### src/acz_pkg.sv
// Package with register map, field layout and types of the converter control.
package acz_pkg;

  // ==========================================================================
  // Register offsets.
  localparam logic [11:0] CFG_OFS = 12'h004c;
  localparam logic [11:0] RATE_OFS = 12'h004e;
  localparam logic [11:0] ZC_OFS = 12'h005a;

  // ==========================================================================
  // Field positions of the converter configuration register and the coefficient top bit.
  localparam int KEEP_BIT = 7;
  localparam int DONE_BIT = 6;
  localparam int DIV_HI = 5;
  localparam int DIV_LO = 4;
  localparam int BUSY_BIT = 3;
  localparam int IE_BIT = 2;
  localparam int REFB_BIT = 1;
  localparam int EN_BIT = 0;
  localparam int ZC_MSB = 15;

  // ==========================================================================
  // Reset values.
  localparam logic [7:0] CFG_RST = 8'h07;
  localparam logic [15:0] ZC_RST = 16'h0b00;
  localparam logic [15:0] RATE_RST = 16'h0000;
  localparam logic [15:0] RDATA_RST = 16'h0000;

  // ==========================================================================
  // Clock divider codes and terminal counts.
  typedef enum logic [1:0] {
    DIV_BY1 = 2'b00,
    DIV_BY2 = 2'b01,
    DIV_BY4 = 2'b10,
    DIV_RSVD = 2'b11
  } acz_div_e;
  localparam logic [1:0] CNT_ZERO = 2'h0;
  localparam logic [1:0] CNT_ONE = 2'h1;
  localparam logic [1:0] LAST_BY2 = 2'h1;
  localparam logic [1:0] LAST_BY4 = 2'h3;

  // ==========================================================================
  // Conversion state.
  typedef enum logic [0:0] {
    ST_IDLE = 1'b0,
    ST_CONV = 1'b1
  } acz_state_e;

  // Configuration fields as held in hardware.
  typedef struct packed {
    logic keep_powered;
    logic done;
    acz_div_e div;
    logic busy;
    logic irq_en;
    logic ref_buf_en;
    logic conv_en;
  } acz_cfg_s;

  // Processor register access request.
  typedef struct packed {
    logic wr;
    logic rd;
    logic [11:0] addr;
    logic [15:0] wdata;
  } acz_req_s;

endpackage

### src/acz_ctrl.sv
// Converter configuration, status, clock divider and zero-cross coefficient.
// Functional notes
// Zero-cross coefficient sets the detection lowpass; its top bit stays zero.
// Analog section powers off after conversion unless keep-powered bit 7 set.
// Conversion completion sets the done flag, bit 6.
// With interrupt enable bit 2 set, done flag requests a processor interrupt.
// Divider bits 5:4 give divide by 1, 2, 4; code 11 reserved.
// Busy bit 3 is high while one conversion runs, cleared at its end.
// Reference buffer enable bit 1 drives the reference output pin.
// Converter enable bit 0 keeps the converter hardware active.
// Supervisory software should not modify the configuration register.
// Reset sets enable, reference buffer and interrupt enable; rest cleared.
`timescale 1ns/1ps
module acz_ctrl #(
  parameter logic [15:0] RATE_RESET = acz_pkg::RATE_RST  // Rate reset value.
) (
  input wire logic mclk,                  // Master clock, 125 MHz.
  input wire logic rst_n,                 // Asynchronous reset, active low.
  input wire acz_pkg::acz_req_s req,      // Processor register request.
  output logic [15:0] rdata_r,            // Read data, valid next cycle.
  output logic rvalid_r,                  // Read data valid strobe.
  input wire logic conv_start,            // Converter starts a conversion.
  input wire logic conv_end,              // Converter finished a conversion.
  output logic conv_active_r,             // Converter hardware active.
  output logic analog_power_r,            // Analog section powered.
  output logic ref_buf_drive_r,           // Reference buffer to output pin.
  output logic conv_clk_tick_r,           // Converter clock strobe.
  output logic irq_r,                     // Conversion interrupt request.
  output logic [15:0] conv_rate_r,        // Conversion rate value.
  output logic [15:0] zc_coeff_r          // Zero-cross filter coefficient.
);

  acz_pkg::acz_cfg_s cfg_r;
  acz_pkg::acz_cfg_s cfg_nxt;
  acz_pkg::acz_state_e state_r;
  acz_pkg::acz_state_e state_nxt;
  logic [15:0] rate_nxt;
  logic [15:0] zc_nxt;
  logic [15:0] rdata_nxt;
  logic rvalid_nxt;
  logic conv_active_nxt;
  logic analog_power_nxt;
  logic ref_buf_drive_nxt;
  logic irq_nxt;
  logic tick;

  // Address match used by both the write and read paths.
  function automatic logic hit(input logic [11:0] a, input logic [11:0] o);
    hit = (a == o);
  endfunction

  // ==========================================================================
  // Conversion sequence.
  always_comb begin
    state_nxt = state_r;
    case (state_r)
      acz_pkg::ST_IDLE: begin
        if (conv_start && cfg_r.conv_en) begin
          state_nxt = acz_pkg::ST_CONV;
        end
      end
      acz_pkg::ST_CONV: begin
        if (conv_end || !cfg_r.conv_en) begin
          state_nxt = acz_pkg::ST_IDLE;
        end
      end
      default: state_nxt = acz_pkg::ST_IDLE;
    endcase
  end

  // ==========================================================================
  // Register writes and status updates.
  always_comb begin
    cfg_nxt = cfg_r;
    rate_nxt = conv_rate_r;
    zc_nxt = zc_coeff_r;
    if (req.wr) begin
      if (hit(req.addr, acz_pkg::CFG_OFS)) begin
        cfg_nxt.keep_powered = req.wdata[acz_pkg::KEEP_BIT];
        cfg_nxt.div = acz_pkg::acz_div_e'(
          req.wdata[acz_pkg::DIV_HI:acz_pkg::DIV_LO]);
        cfg_nxt.irq_en = req.wdata[acz_pkg::IE_BIT];
        cfg_nxt.ref_buf_en = req.wdata[acz_pkg::REFB_BIT];
        cfg_nxt.conv_en = req.wdata[acz_pkg::EN_BIT];
        if (!req.wdata[acz_pkg::DONE_BIT]) begin
          cfg_nxt.done = 1'b0;
        end
      end else if (hit(req.addr, acz_pkg::RATE_OFS)) begin
        rate_nxt = req.wdata;
      end else if (hit(req.addr, acz_pkg::ZC_OFS)) begin
        zc_nxt = req.wdata;
        zc_nxt[acz_pkg::ZC_MSB] = 1'b0;
      end
    end
    cfg_nxt.busy = (state_nxt == acz_pkg::ST_CONV);
    if (state_r == acz_pkg::ST_CONV && conv_end) begin
      cfg_nxt.done = 1'b1;
    end
  end

  // ==========================================================================
  // Read path.
  always_comb begin
    rdata_nxt = acz_pkg::RDATA_RST;
    rvalid_nxt = req.rd;
    if (req.rd) begin
      if (hit(req.addr, acz_pkg::CFG_OFS)) begin
        rdata_nxt = {8'h00, cfg_r};
      end else if (hit(req.addr, acz_pkg::RATE_OFS)) begin
        rdata_nxt = conv_rate_r;
      end else if (hit(req.addr, acz_pkg::ZC_OFS)) begin
        rdata_nxt = zc_coeff_r;
      end
    end
  end

  // ==========================================================================
  // Converter side controls.
  always_comb begin
    conv_active_nxt = cfg_nxt.conv_en;
    ref_buf_drive_nxt = cfg_nxt.ref_buf_en;
    analog_power_nxt = cfg_nxt.conv_en &&
      (cfg_nxt.busy || cfg_nxt.keep_powered);
    irq_nxt = cfg_nxt.done && cfg_nxt.irq_en;
  end

  always_ff @(posedge mclk or negedge rst_n) begin
    if (!rst_n) begin
      cfg_r <= acz_pkg::acz_cfg_s'(acz_pkg::CFG_RST);
      state_r <= acz_pkg::ST_IDLE;
      conv_rate_r <= RATE_RESET;
      zc_coeff_r <= acz_pkg::ZC_RST;
      rdata_r <= acz_pkg::RDATA_RST;
      rvalid_r <= 1'b0;
      conv_active_r <= 1'b0;
      analog_power_r <= 1'b0;
      ref_buf_drive_r <= 1'b0;
      irq_r <= 1'b0;
    end else begin
      cfg_r <= cfg_nxt;
      state_r <= state_nxt;
      conv_rate_r <= rate_nxt;
      zc_coeff_r <= zc_nxt;
      rdata_r <= rdata_nxt;
      rvalid_r <= rvalid_nxt;
      conv_active_r <= conv_active_nxt;
      analog_power_r <= analog_power_nxt;
      ref_buf_drive_r <= ref_buf_drive_nxt;
      irq_r <= irq_nxt;
    end
  end

  // ==========================================================================
  // Converter clock strobe.
  acz_clk_div u_div (
    .mclk(mclk),
    .rst_n(rst_n),
    .run(cfg_r.conv_en),
    .div(cfg_r.div),
    .tick_r(tick)
  );

  always_ff @(posedge mclk or negedge rst_n) begin
    if (!rst_n) begin
      conv_clk_tick_r <= 1'b0;
    end else begin
      conv_clk_tick_r <= tick;
    end
  end

endmodule // acz_ctrl

### src/acz_clk_div.sv
// Converter clock strobe divided from the processor master clock.
`timescale 1ns/1ps
module acz_clk_div (
  input wire logic mclk,                  // Master clock.
  input wire logic rst_n,                 // Asynchronous reset, active low.
  input wire logic run,                   // Converter enabled.
  input wire acz_pkg::acz_div_e div,      // Division code.
  output logic tick_r                     // One-cycle converter clock strobe.
);

  logic [1:0] cnt_r;
  logic [1:0] cnt_nxt;
  logic tick_nxt;
  logic [1:0] last;

  // ==========================================================================
  // Divider counter; the reserved code produces no strobe.
  always_comb begin
    last = acz_pkg::CNT_ZERO;
    tick_nxt = 1'b0;
    cnt_nxt = acz_pkg::CNT_ZERO;
    case (div)
      acz_pkg::DIV_BY2: last = acz_pkg::LAST_BY2;
      acz_pkg::DIV_BY4: last = acz_pkg::LAST_BY4;
      default: last = acz_pkg::CNT_ZERO;
    endcase
    if (run && div != acz_pkg::DIV_RSVD) begin
      if (cnt_r >= last) begin
        tick_nxt = 1'b1;
      end else begin
        cnt_nxt = cnt_r + acz_pkg::CNT_ONE;
      end
    end
  end

  always_ff @(posedge mclk or negedge rst_n) begin
    if (!rst_n) begin
      cnt_r <= acz_pkg::CNT_ZERO;
      tick_r <= 1'b0;
    end else begin
      cnt_r <= cnt_nxt;
      tick_r <= tick_nxt;
    end
  end

endmodule // acz_clk_div

### config.mk
export PLATFORM = sky130hd
export DESIGN_NAME = acz_ctrl
export DESIGN_NICKNAME = d
export VERILOG_FILES = /design/src/acz_pkg.sv /design/src/acz_ctrl.sv /design/src/acz_clk_div.sv
export SDC_FILE = /design/constraint.sdc
export NUM_CORES = 1
export LEC_CHECK = 0
export BUFFER_PORTS_ARGS = -buffer_cell sky130_fd_sc_hd__buf_2
export CAP_MARGIN = 0
export CORE_MARGIN = 2
export CORE_UTILIZATION = 45
export CTS_CLUSTER_DIAMETER = 100
export CTS_CLUSTER_SIZE = 10
export DETAILED_ROUTE_END_ITERATION = 7
export GPL_ROUTABILITY_DRIVEN = 0
export GPL_TIMING_DRIVEN = 0
export PLACE_DENSITY = 0.79
export SYNTH_ARGS = -nofsm -noshare
export SYNTH_HDL_FRONTEND = slang
export SYNTH_SLANG_ARGS = --single-unit
### constraint.sdc
create_clock -name mclk -period 1.35 [get_ports mclk]
set_input_delay 0.405 -clock mclk [delete_from_list [all_inputs] [get_ports mclk]]
set_output_delay 0.405 -clock mclk [all_outputs]
set_load 0.1 [all_outputs]
==> flow_metrics.tcl, run 1 <==
set metrics [dict create \
    use_met1 0.3321 \
    syn-cell-area_sq_um 2710 \
    fin_util 0.8195 \
    via_per_inst 5.698 \
    syn_nets 234 \
    tns_ns -10.36 \
    p_sw_mw 0.9866 \
    stdcell_count 427 \
    cp_max_fo 2 \
    pwr-share-comb 0.077 \
    dp.cells 357 \
    startpoint "cfg_r[4]" \
    hp-class "input pin to async pin" \
    rows 28 \
    clock_latency_ns 0.35 \
    fin_crit_ns 1.634 \
    synth_compound_area_frac 0.06464 \
    cts_buffers 9 \
    post_drt_wl_per_cell_microns 23.88 \
    ys_seq_area_frac 0.5937 \
    drt_iter0_markers 220 \
    finalHoldViolCount 0 \
    place_hpwl_microns 4236 \
    cts_tree "yes" \
    setup_violations 88 \
    crit_chain "inv_2 -> ha_4 -> inv_2 -> ha_4 -> nand2b_4 -> a21oi_4 -> nand3b_1 -> nor2_1" \
    grt_pass1_vias 2357 \
    grt_pass1_wl_microns 12520 \
    ys_types 33 \
    drv_cap 0 \
    path_clk_slew_ns 0.07 \
    core_area_sq_um 5886 \
    drt_wl_total_microns 10200 \
    p_sw_frac 0.2484 \
    clock_skew_ns 0.006232 \
    grt_use_met3 0.07692 \
    worst_slew_pin_slew_ns 0.8096 \
    ys_seq_elements 64 \
    slowest_stage "dfrtp_1" \
    diodes 0 \
    cts.sinks 64 \
    ios 88 \
    slew_headroom 0.4603 \
    antenna_found_initial 0 \
    busiest_layer "met2" \
    layout-drive-gt1-share 0.6903 \
    timing.final.ws_setup_ns -0.2842 \
    max_freq_mhz 611.9 \
    synth.area.mux_share 0.1967 \
    grt_max_degree 65 \
    timing.rr.start "cfg_r[4]" \
    yosys.area_share.simple 0.09049 \
    synth_xor_area_frac 0.003232 \
    die_h_microns 81.61 \
    firstDrtPassIters 4 \
    share_clk_of_total_power 0.436 \
    syn_area_per_cell_sq_um 13.83 \
    violations "setup timing" \
    synth_top_family_by_area "multiplexers" \
    hold_ws_ns 0.1261 \
    finalCritPeriodShare 1.211 \
    grtUsageMet2 0.4123 \
    area.growth.synth_to_final_pct 77.98 \
    drc 0 \
    vias 2433 \
    critPathLaunchType "flip-flop" \
    track_usage 0.2600 \
    slew_viol_final 0 \
    cts_root_buffer "clkbuf_8" \
    dieArea_sq_um 6659 \
    grt-ovfl-total 0 \
    rsz0062_at_grt "yes" \
    leakagePower_nw 2.385 \
    outcome "finished with violations" \
    p_int_mw 2.986 \
    synthCells 196 \
    placed_area_sq_um 3348 \
    irDropWorstVdd_v 0.0006256 \
    required_ns 1.63 \
    end_kind "flip-flop" \
    synth_fa_ha_area_frac 0.01847 \
    postRouteAntennaNets 0 \
    critPathArrivalTime_ns 1.91 \
    clock_tree.buffer_depth 2 \
    preCtsSetupSlack_ns -0.6283 \
    htreeDepth 3 \
    power_frac_seq 0.487 \
    fill_cells 241 \
    die_w_microns 81.61 \
    power_mw 3.973 \
    cts_hold_buffers 0 \
    final_area_sq_um 4823 \
    max_stage_delay_ns 0.39 \
    final_nets 385 \
    port_buffers 86 \
    start_util 0.4605 \
    ys.warnings.count 0 \
    critical_path_class "flip-flop to flip-flop" \
    p_per_area_nw_per_um2 823.6 \
]
## registers in the layout (all words and copies together) (netlist names)
name,count
u_div.cnt_r,2
conv_rate_r,16
rvalid_r,1
zc_coeff_r,15
state_r,1
conv_active_r,1
analog_power_r,1
irq_r,1
ref_buf_drive_r,1
rdata_r,16
conv_clk_tick_r,1
u_div.tick_r,1
cfg_r,7
## worst paths after layout
kind	end	slack (ns)	cells after the start
max in group asynchronous	conv_rate_r[7]	0.62	1
hold reg to reg	conv_clk_tick_r	0.37	0
hold / removal	analog_power_r	0.13	1
setup reg to reg	u_div.cnt_r[0]	-0.28	8
setup / recovery	u_div.cnt_r[0]	-0.28	8
min in group mclk	rvalid_r	0.27	1
## routing by layer
| layer | up-vias | routed length [microns] |
|---|---|---|
| li1 | 1001 | - |
| met1 | 1243 | 3954 |
| met2 | 153 | 5083 |
| met3 | 36 | 757 |
| met4 | 0 | 401 |
| met5 | - | 0 |
## kinds of logic after synthesis
kind of cell               count (synthesis)
adders and majority gates                  4
and+or+nand+nor                           42
AOI/OAI and AO/OA                         25
buffers and inverters                     15
other                                      1
muxes                                     44
xor gates and xnor gates                   1
DFF                                       64
## power groups by stage
stage | clock (mW) | sequential (mW) | combinational (mW)
6_report | 1.73 | 1.93 | 0.305
5_1_grt | 1.81 | 1.93 | 0.323
4_1_cts | 1.67 | 1.93 | 0.274
3_5_place_dp | 0 | 1.97 | 0.238
3_3_place_gp | 0 | 1.97 | 0.232
2_1_floorplan | 0 | 2.01 | 0.0676
## Yosys cell counts
cell type   n  area share
a21oi_1     1      0.0018
a22oi_1    15       0.042
and2_1      3      0.0069
buf_2       1      0.0018
buf_4       3      0.0083
buf_6       2      0.0083
clkbuf_1    3      0.0042
clkbuf_2    1      0.0018
conb_1      1      0.0014
dfrtp_1    58        0.54
dfstp_2     6       0.058
ha_1        4       0.018
inv_1       5      0.0069
mux2_2     34        0.14
mux2_4     10       0.055
nand2_1     6      0.0083
nand2b_1    1      0.0023
nand3_1     2      0.0037
nand3_4     1      0.0065
nand3b_1    1      0.0028
nand4_1     2      0.0046
nand4_4     1      0.0078
nor2_1     18       0.025
nor2b_1     3      0.0069
nor3b_1     1      0.0028
nor3b_2     1      0.0046
nor4_2      1      0.0046
nor4bb_1    1      0.0037
o211a_1     1      0.0037
o211ai_1    2      0.0055
o21a_1      1      0.0028
o21ai_0     5      0.0092
xnor2_1     1      0.0032
## cells in the final DEF (no fill, tap or decap), types with 2 or more instances in the layout
cell       n
o211ai_1   2
mux2_4    25
clkbuf_1   2
buf_12    39
nor2_2     3
clkbuf_8  12
nor2_1    10
inv_2      2
buf_8      5
nand2_1    6
buf_2     31
ha_1       2
clkbuf_2   2
dfstp_2    6
o21ai_1    2
nand4_1    2
nor2_4     5
dfrtp_1   52
nor2b_1    3
dfrtp_2    6
o21ai_0    2
a22oi_1   14
mux2_2    19
and2_4     2
inv_1      3
clkinv_2   2
ha_4       2
buf_6     24
buf_4     46
nand3_4    3
## what timing repair did
item                                   CTS  global route
setup endpoints to repair              108            98
pin swaps                                5            14
gates cloned                             0             2
gates resized for setup                183            44
endpoints found under the hold margin    0             0
buffers inserted                        35            17
## critical path: cells and delay by family (launching register included)
kind / cells / cell delay [ns]
compound gates: 1 / 0.16
flops: 1 / 0.39
fa+ha+maj: 2 / 0.48
buf+inv: 2 / 0.11
simple gates: 3 / 0.41
## area by class of cell
cell class	count	area, sq um	area share
clock inverters	3	40.04	0.008301
well taps	75	93.84	0.01946
repair buffers	139	1562	0.3237
clock buffers	13	158.9	0.03294
plain buffers	10	113.9	0.02361
flip-flops and latches	64	1617	0.3351
multi-input cells	118	1220	0.2529
inverters	5	18.77	0.003891
Power figures use the tool's default switching activity.
==> inputs of run 2 (changes only) <==
- SETUP_SLACK_MARGIN: not set -> 0.05
==> flow_metrics.tcl, run 2 (synthesis results as in run 1) <==
set metrics [dict create \
    htreeDepth 3 \
    ios 88 \
    cp_max_fo 2 \
    clock_tree.buffer_depth 2 \
    drc 0 \
    dieArea_sq_um 6659 \
    die_w_microns 81.61 \
    timing.final.ws_setup_ns -0.2388 \
    cts.sinks 64 \
    clock_skew_ns 0.006139 \
    startpoint "cfg_r[4]" \
    rr_endpoint "u_div.cnt_r[1]" \
    irDropWorstVdd_v 0.0005964 \
    slowest_stage "dfrtp_1" \
    fin_util 0.8486 \
    fill_cells 227 \
    crit_path_frequent_cell "ha_4" \
    core_area_sq_um 5886 \
    rr_worst_depth 8 \
    track_usage 0.2899 \
    stdcell_count 422 \
    cts_buffers 9 \
    finalCritPeriodShare 1.177 \
    vias 2407 \
    power_mw 4.063 \
    max_freq_mhz 629.4 \
    clock_latency_ns 0.35 \
    final_nets 380 \
    grt_max_degree 65 \
    violations "setup timing" \
    end_kind "flip-flop" \
    critPathArrivalTime_ns 1.86 \
    worst_slew_pin_slew_ns 0.8003 \
    place_hpwl_microns 4352 \
    finalHoldViolCount 0 \
    via_per_inst 5.704 \
    dp.cells 357 \
    rsz0062_at_grt "yes" \
    required_ns 1.63 \
    antenna_found_initial 0 \
    drt_iter0_markers 117 \
    critical_path_class "flip-flop to flip-flop" \
    reg2reg_slack_ns -0.24 \
    post_drt_wl_per_cell_microns 24.67 \
    setup_violations 68 \
    port_buffers 86 \
    grt_pass1_vias 2442 \
    firstDrtPassIters 4 \
    largestRegisters "conv_rate_r (16), rdata_r (16), zc_coeff_r (15)" \
    fin_crit_ns 1.589 \
    leakagePower_nw 2.406 \
    slew_viol_final 0 \
    drt_wl_total_microns 10410 \
    final_common_cell "buf_12" \
    hp-class "input pin to async pin" \
    timing.rr.start "cfg_r[4]" \
    die_h_microns 81.61 \
    path_clk_slew_ns 0.07 \
    slew_headroom 0.4665 \
    drv_cap 0 \
    critPathLaunchType "flip-flop" \
    outcome "finished with violations" \
    mostFrequentLayoutCells "buf_12, buf_4, dfrtp_1" \
    layout-drive-gt1-share 0.7406 \
    hold_ws_ns 0.1522 \
    max_stage_delay_ns 0.38 \
    grt_pass1_wl_microns 13570 \
    rows 28 \
    cts_hold_buffers 0 \
    grt-ovfl-total 0 \
    postRouteAntennaNets 0 \
    start_util 0.4605 \
    crit_chain "inv_2 -> ha_4 -> inv_4 -> ha_4 -> nand2b_4 -> a21oi_4 -> nand3b_1 -> nor2_1" \
    p_per_area_nw_per_um2 813.5 \
    cts_root_buffer "clkbuf_8" \
    area.growth.synth_to_final_pct 84.30 \
    diodes 0 \
    cts_tree "yes" \
]
-- run 2: area by class of cell --
cell class | instances | area [sq um] | share of cell area
Timing Repair Buffer | 135 | 1683 | 0.3369
Sequential cell | 64 | 1632 | 0.3267
Multi-Input combinational cell | 118 | 1231 | 0.2465
Clock buffer | 14 | 182.7 | 0.03657
Buffer | 9 | 116.4 | 0.02330
Tap cell | 75 | 93.84 | 0.01879
Clock inverter | 2 | 35.03 | 0.007014
Inverter | 5 | 21.27 | 0.004259
-- run 2: how the worst max path moves through the flow --
stage / end / slack [ns]
after floorplan: conv_rate_r[10] / -0.31
after global placement: zc_coeff_r[10] / -0.63
after detailed placement: zc_coeff_r[13] / -0.65
after CTS: u_div.cnt_r[1] / -0.16
after global routing: u_div.cnt_r[1] / -0.31
final: u_div.cnt_r[1] / -0.24
-- run 2: timing repair --
action | in CTS | in global routing
pin swaps | 12 | 9
setup buffers | 40 | 7
gates resized for setup | 233 | 36
cloned | 0 | 3
setup endpoints to repair | 123 | 113
-- run 2: report_power, final --
part           switching [mW]  internal (mW)
logic                   0.202          0.120
clock network           0.753           1.05
registers             0.00875           1.93
total                   0.963           3.10
-- run 2: metal layers --
metal  up-vias  track usage  wire [microns]
li1        988            -               -
met3        48      0.06593             657
met5         -            0               0
met2       129       0.4746            5201
met4         0       0.1633             569
met1      1242       0.3542            3983
-- run 2: critical path: cells and delay by family, from the launching register on --
kind | cells | cell delay (ns)
flops | 1 | 0.38
fa+ha+maj | 2 | 0.48
compound gates | 1 | 0.16
buf+inv | 2 | 0.11
simple gates | 3 | 0.40
-- run 2: metrics by stage --
stage / TNS (ns) / cell area (sq um) / setup slack (ns)
6_report: -4.578 / 4995 / -0.2388
5_1_grt: -6.426 / 4995 / -0.3068
4_1_cts: -3.097 / 4775 / -0.1577
3_5_place_dp: -45.96 / 3364 / -0.6531
3_3_place_gp: -43.27 / 3364 / -0.6326
2_1_floorplan: -8.097 / 2840 / -0.3069
==> inputs of run 3 (changes only) <==
--- a/constraint.sdc
+++ b/constraint.sdc
@@ -3,2 +3,2 @@
 set_output_delay 0.405 -clock mclk [all_outputs]
-set_load 0.1 [all_outputs]
+set_load 0.005 [all_outputs]
==> flow_metrics.tcl, run 3 (synthesis results as in run 1) <==
set metrics [dict create \
    max_freq_mhz 660.9 \
    tns_ns -4.024 \
    clock_skew_ns 0.01039 \
    layout-drive-gt1-share 0.6499 \
    antenna_found_initial 0 \
    finalCritPeriodShare 1.121 \
    final_area_sq_um 4096 \
    cp_max_fo 10 \
    die_w_microns 81.61 \
    critPathLaunchType "input pin" \
    worst_slew_pin_slew_ns 0.7886 \
    fin_crit_ns 1.513 \
    firstDrtPassIters 4 \
    finalHoldViolCount 0 \
    slew_headroom 0.4743 \
    final_common_cell "buf_2" \
    violations "setup timing" \
    cts_buffers 9 \
    grt_pass1_vias 2056 \
    via_per_inst 5.165 \
    cts_tree "yes" \
    grt_max_degree 65 \
    crit_chain "buf_6 -> nor4_4 -> and2_1 -> buf_6 -> nand4_4 -> buf_12 -> mux2_4" \
    rr_worst_depth 7 \
    p_per_area_nw_per_um2 1030 \
    grt_pass1_wl_microns 10390 \
    cts_hold_buffers 0 \
    irDropWorstVdd_v 0.0007590 \
    clock_latency_ns 0.34 \
    mostFrequentLayoutCells "buf_2, dfrtp_1, buf_4" \
    grt-ovfl-total 0 \
    vias 2128 \
    stdcell_count 412 \
    largestRegisters "conv_rate_r (16), rdata_r (16), zc_coeff_r (15)" \
    slowest_stage "mux2_4" \
    setup_violations 44 \
    place_hpwl_microns 4305 \
    drv_cap 0 \
    area.growth.synth_to_final_pct 51.15 \
    diodes 0 \
    cts.sinks 64 \
    required_ns 1.57 \
    slew_viol_final 0 \
    max_stage_delay_ns 0.30 \
    clock_tree.buffer_depth 2 \
    port_buffers 86 \
    ios 88 \
    placed_area_sq_um 3342 \
    hp-class "input pin to async pin" \
    core_area_sq_um 5886 \
    final_nets 370 \
    start_util 0.4605 \
    drt_iter0_markers 177 \
    critical_path_class "input pin to flip-flop" \
    path_clk_slew_ns 0.07 \
    postRouteAntennaNets 0 \
    end_kind "flip-flop" \
    rows 28 \
    timing.final.ws_setup_ns -0.1631 \
    critPathArrivalTime_ns 1.73 \
    dp.cells 357 \
    track_usage 0.2175 \
    htreeDepth 3 \
    cts_root_buffer "clkbuf_8" \
    power_mw 4.219 \
    leakagePower_nw 2.254 \
    dieArea_sq_um 6659 \
    rsz0062_at_grt "yes" \
    outcome "finished with violations" \
    die_h_microns 81.61 \
    crit_path_frequent_cell "buf_6" \
    post_drt_wl_per_cell_microns 17.89 \
    drc 0 \
    drt_wl_total_microns 7371 \
    hold_ws_ns 0.1320 \
]
[run 3: stage by stage]
step / setup WS, ns / util
after floorplan: -0.3065 / -
after global placement: -0.6261 / 0.5678
after detailed placement: -0.6471 / 0.5678
after CTS: -0.1604 / 0.6592
after global routing: -0.2018 / 0.6960
final: -0.1631 / 0.6960
[run 3: area by class of cell]
class                      instances  area (sq um)
multi-input combinational        118          1204
clock inverter                     5         102.6
tap                               75         93.84
inverter                           5         18.77
timing repair buffer             124         800.8
clock buffer                      11         151.4
sequential                        64          1609
buffer                            10         116.4
fill                             407          1789
[run 3: routing by layer]
metal  GRT usage  up-vias  wire length (microns)
li1            -      964                      -
met1      0.2850     1086                   3146
met2      0.3484       60                   3756
met3     0.04835       18                    268
met4     0.09500        0                    200
met5           0        -                      0
[run 3: critical path, delay by kind of cell]
| kind | cells | cell delay, ns |
|---|---|---|
| buffers and inverters | 3 | 0.43 |
| AND/OR/NAND/NOR | 3 | 0.60 |
| multiplexers | 1 | 0.30 |
[run 3: repair_timing]
item / 4_1_cts / 5_1_grt
buffers inserted: 20 / 17
pin swaps: 8 / 10
gates resized for setup: 27 / 20
setup endpoints to repair: 112 / 72
cloned: 1 / 1
[run 3: power by group]
part,internal (mW),switching [mW]
Sequential,1.93,0.00491
Clock,1.32,0.735
Combinational,0.103,0.126
Total,3.35,0.866
[run 3: worst paths after layout]
kind                                         to          from  slack [ns]
worst max register to register     u_div.tick_r      cfg_r[5]       -0.14
worst min-delay path                   cfg_r[7]         rst_n        0.13
min in group mclk                      rvalid_r       req[28]        0.28
worst min register to register  conv_clk_tick_r  u_div.tick_r        0.35
worst max-delay path            conv_rate_r[14]       req[25]       -0.16
max in group asynchronous       conv_rate_r[11]         rst_n        0.68
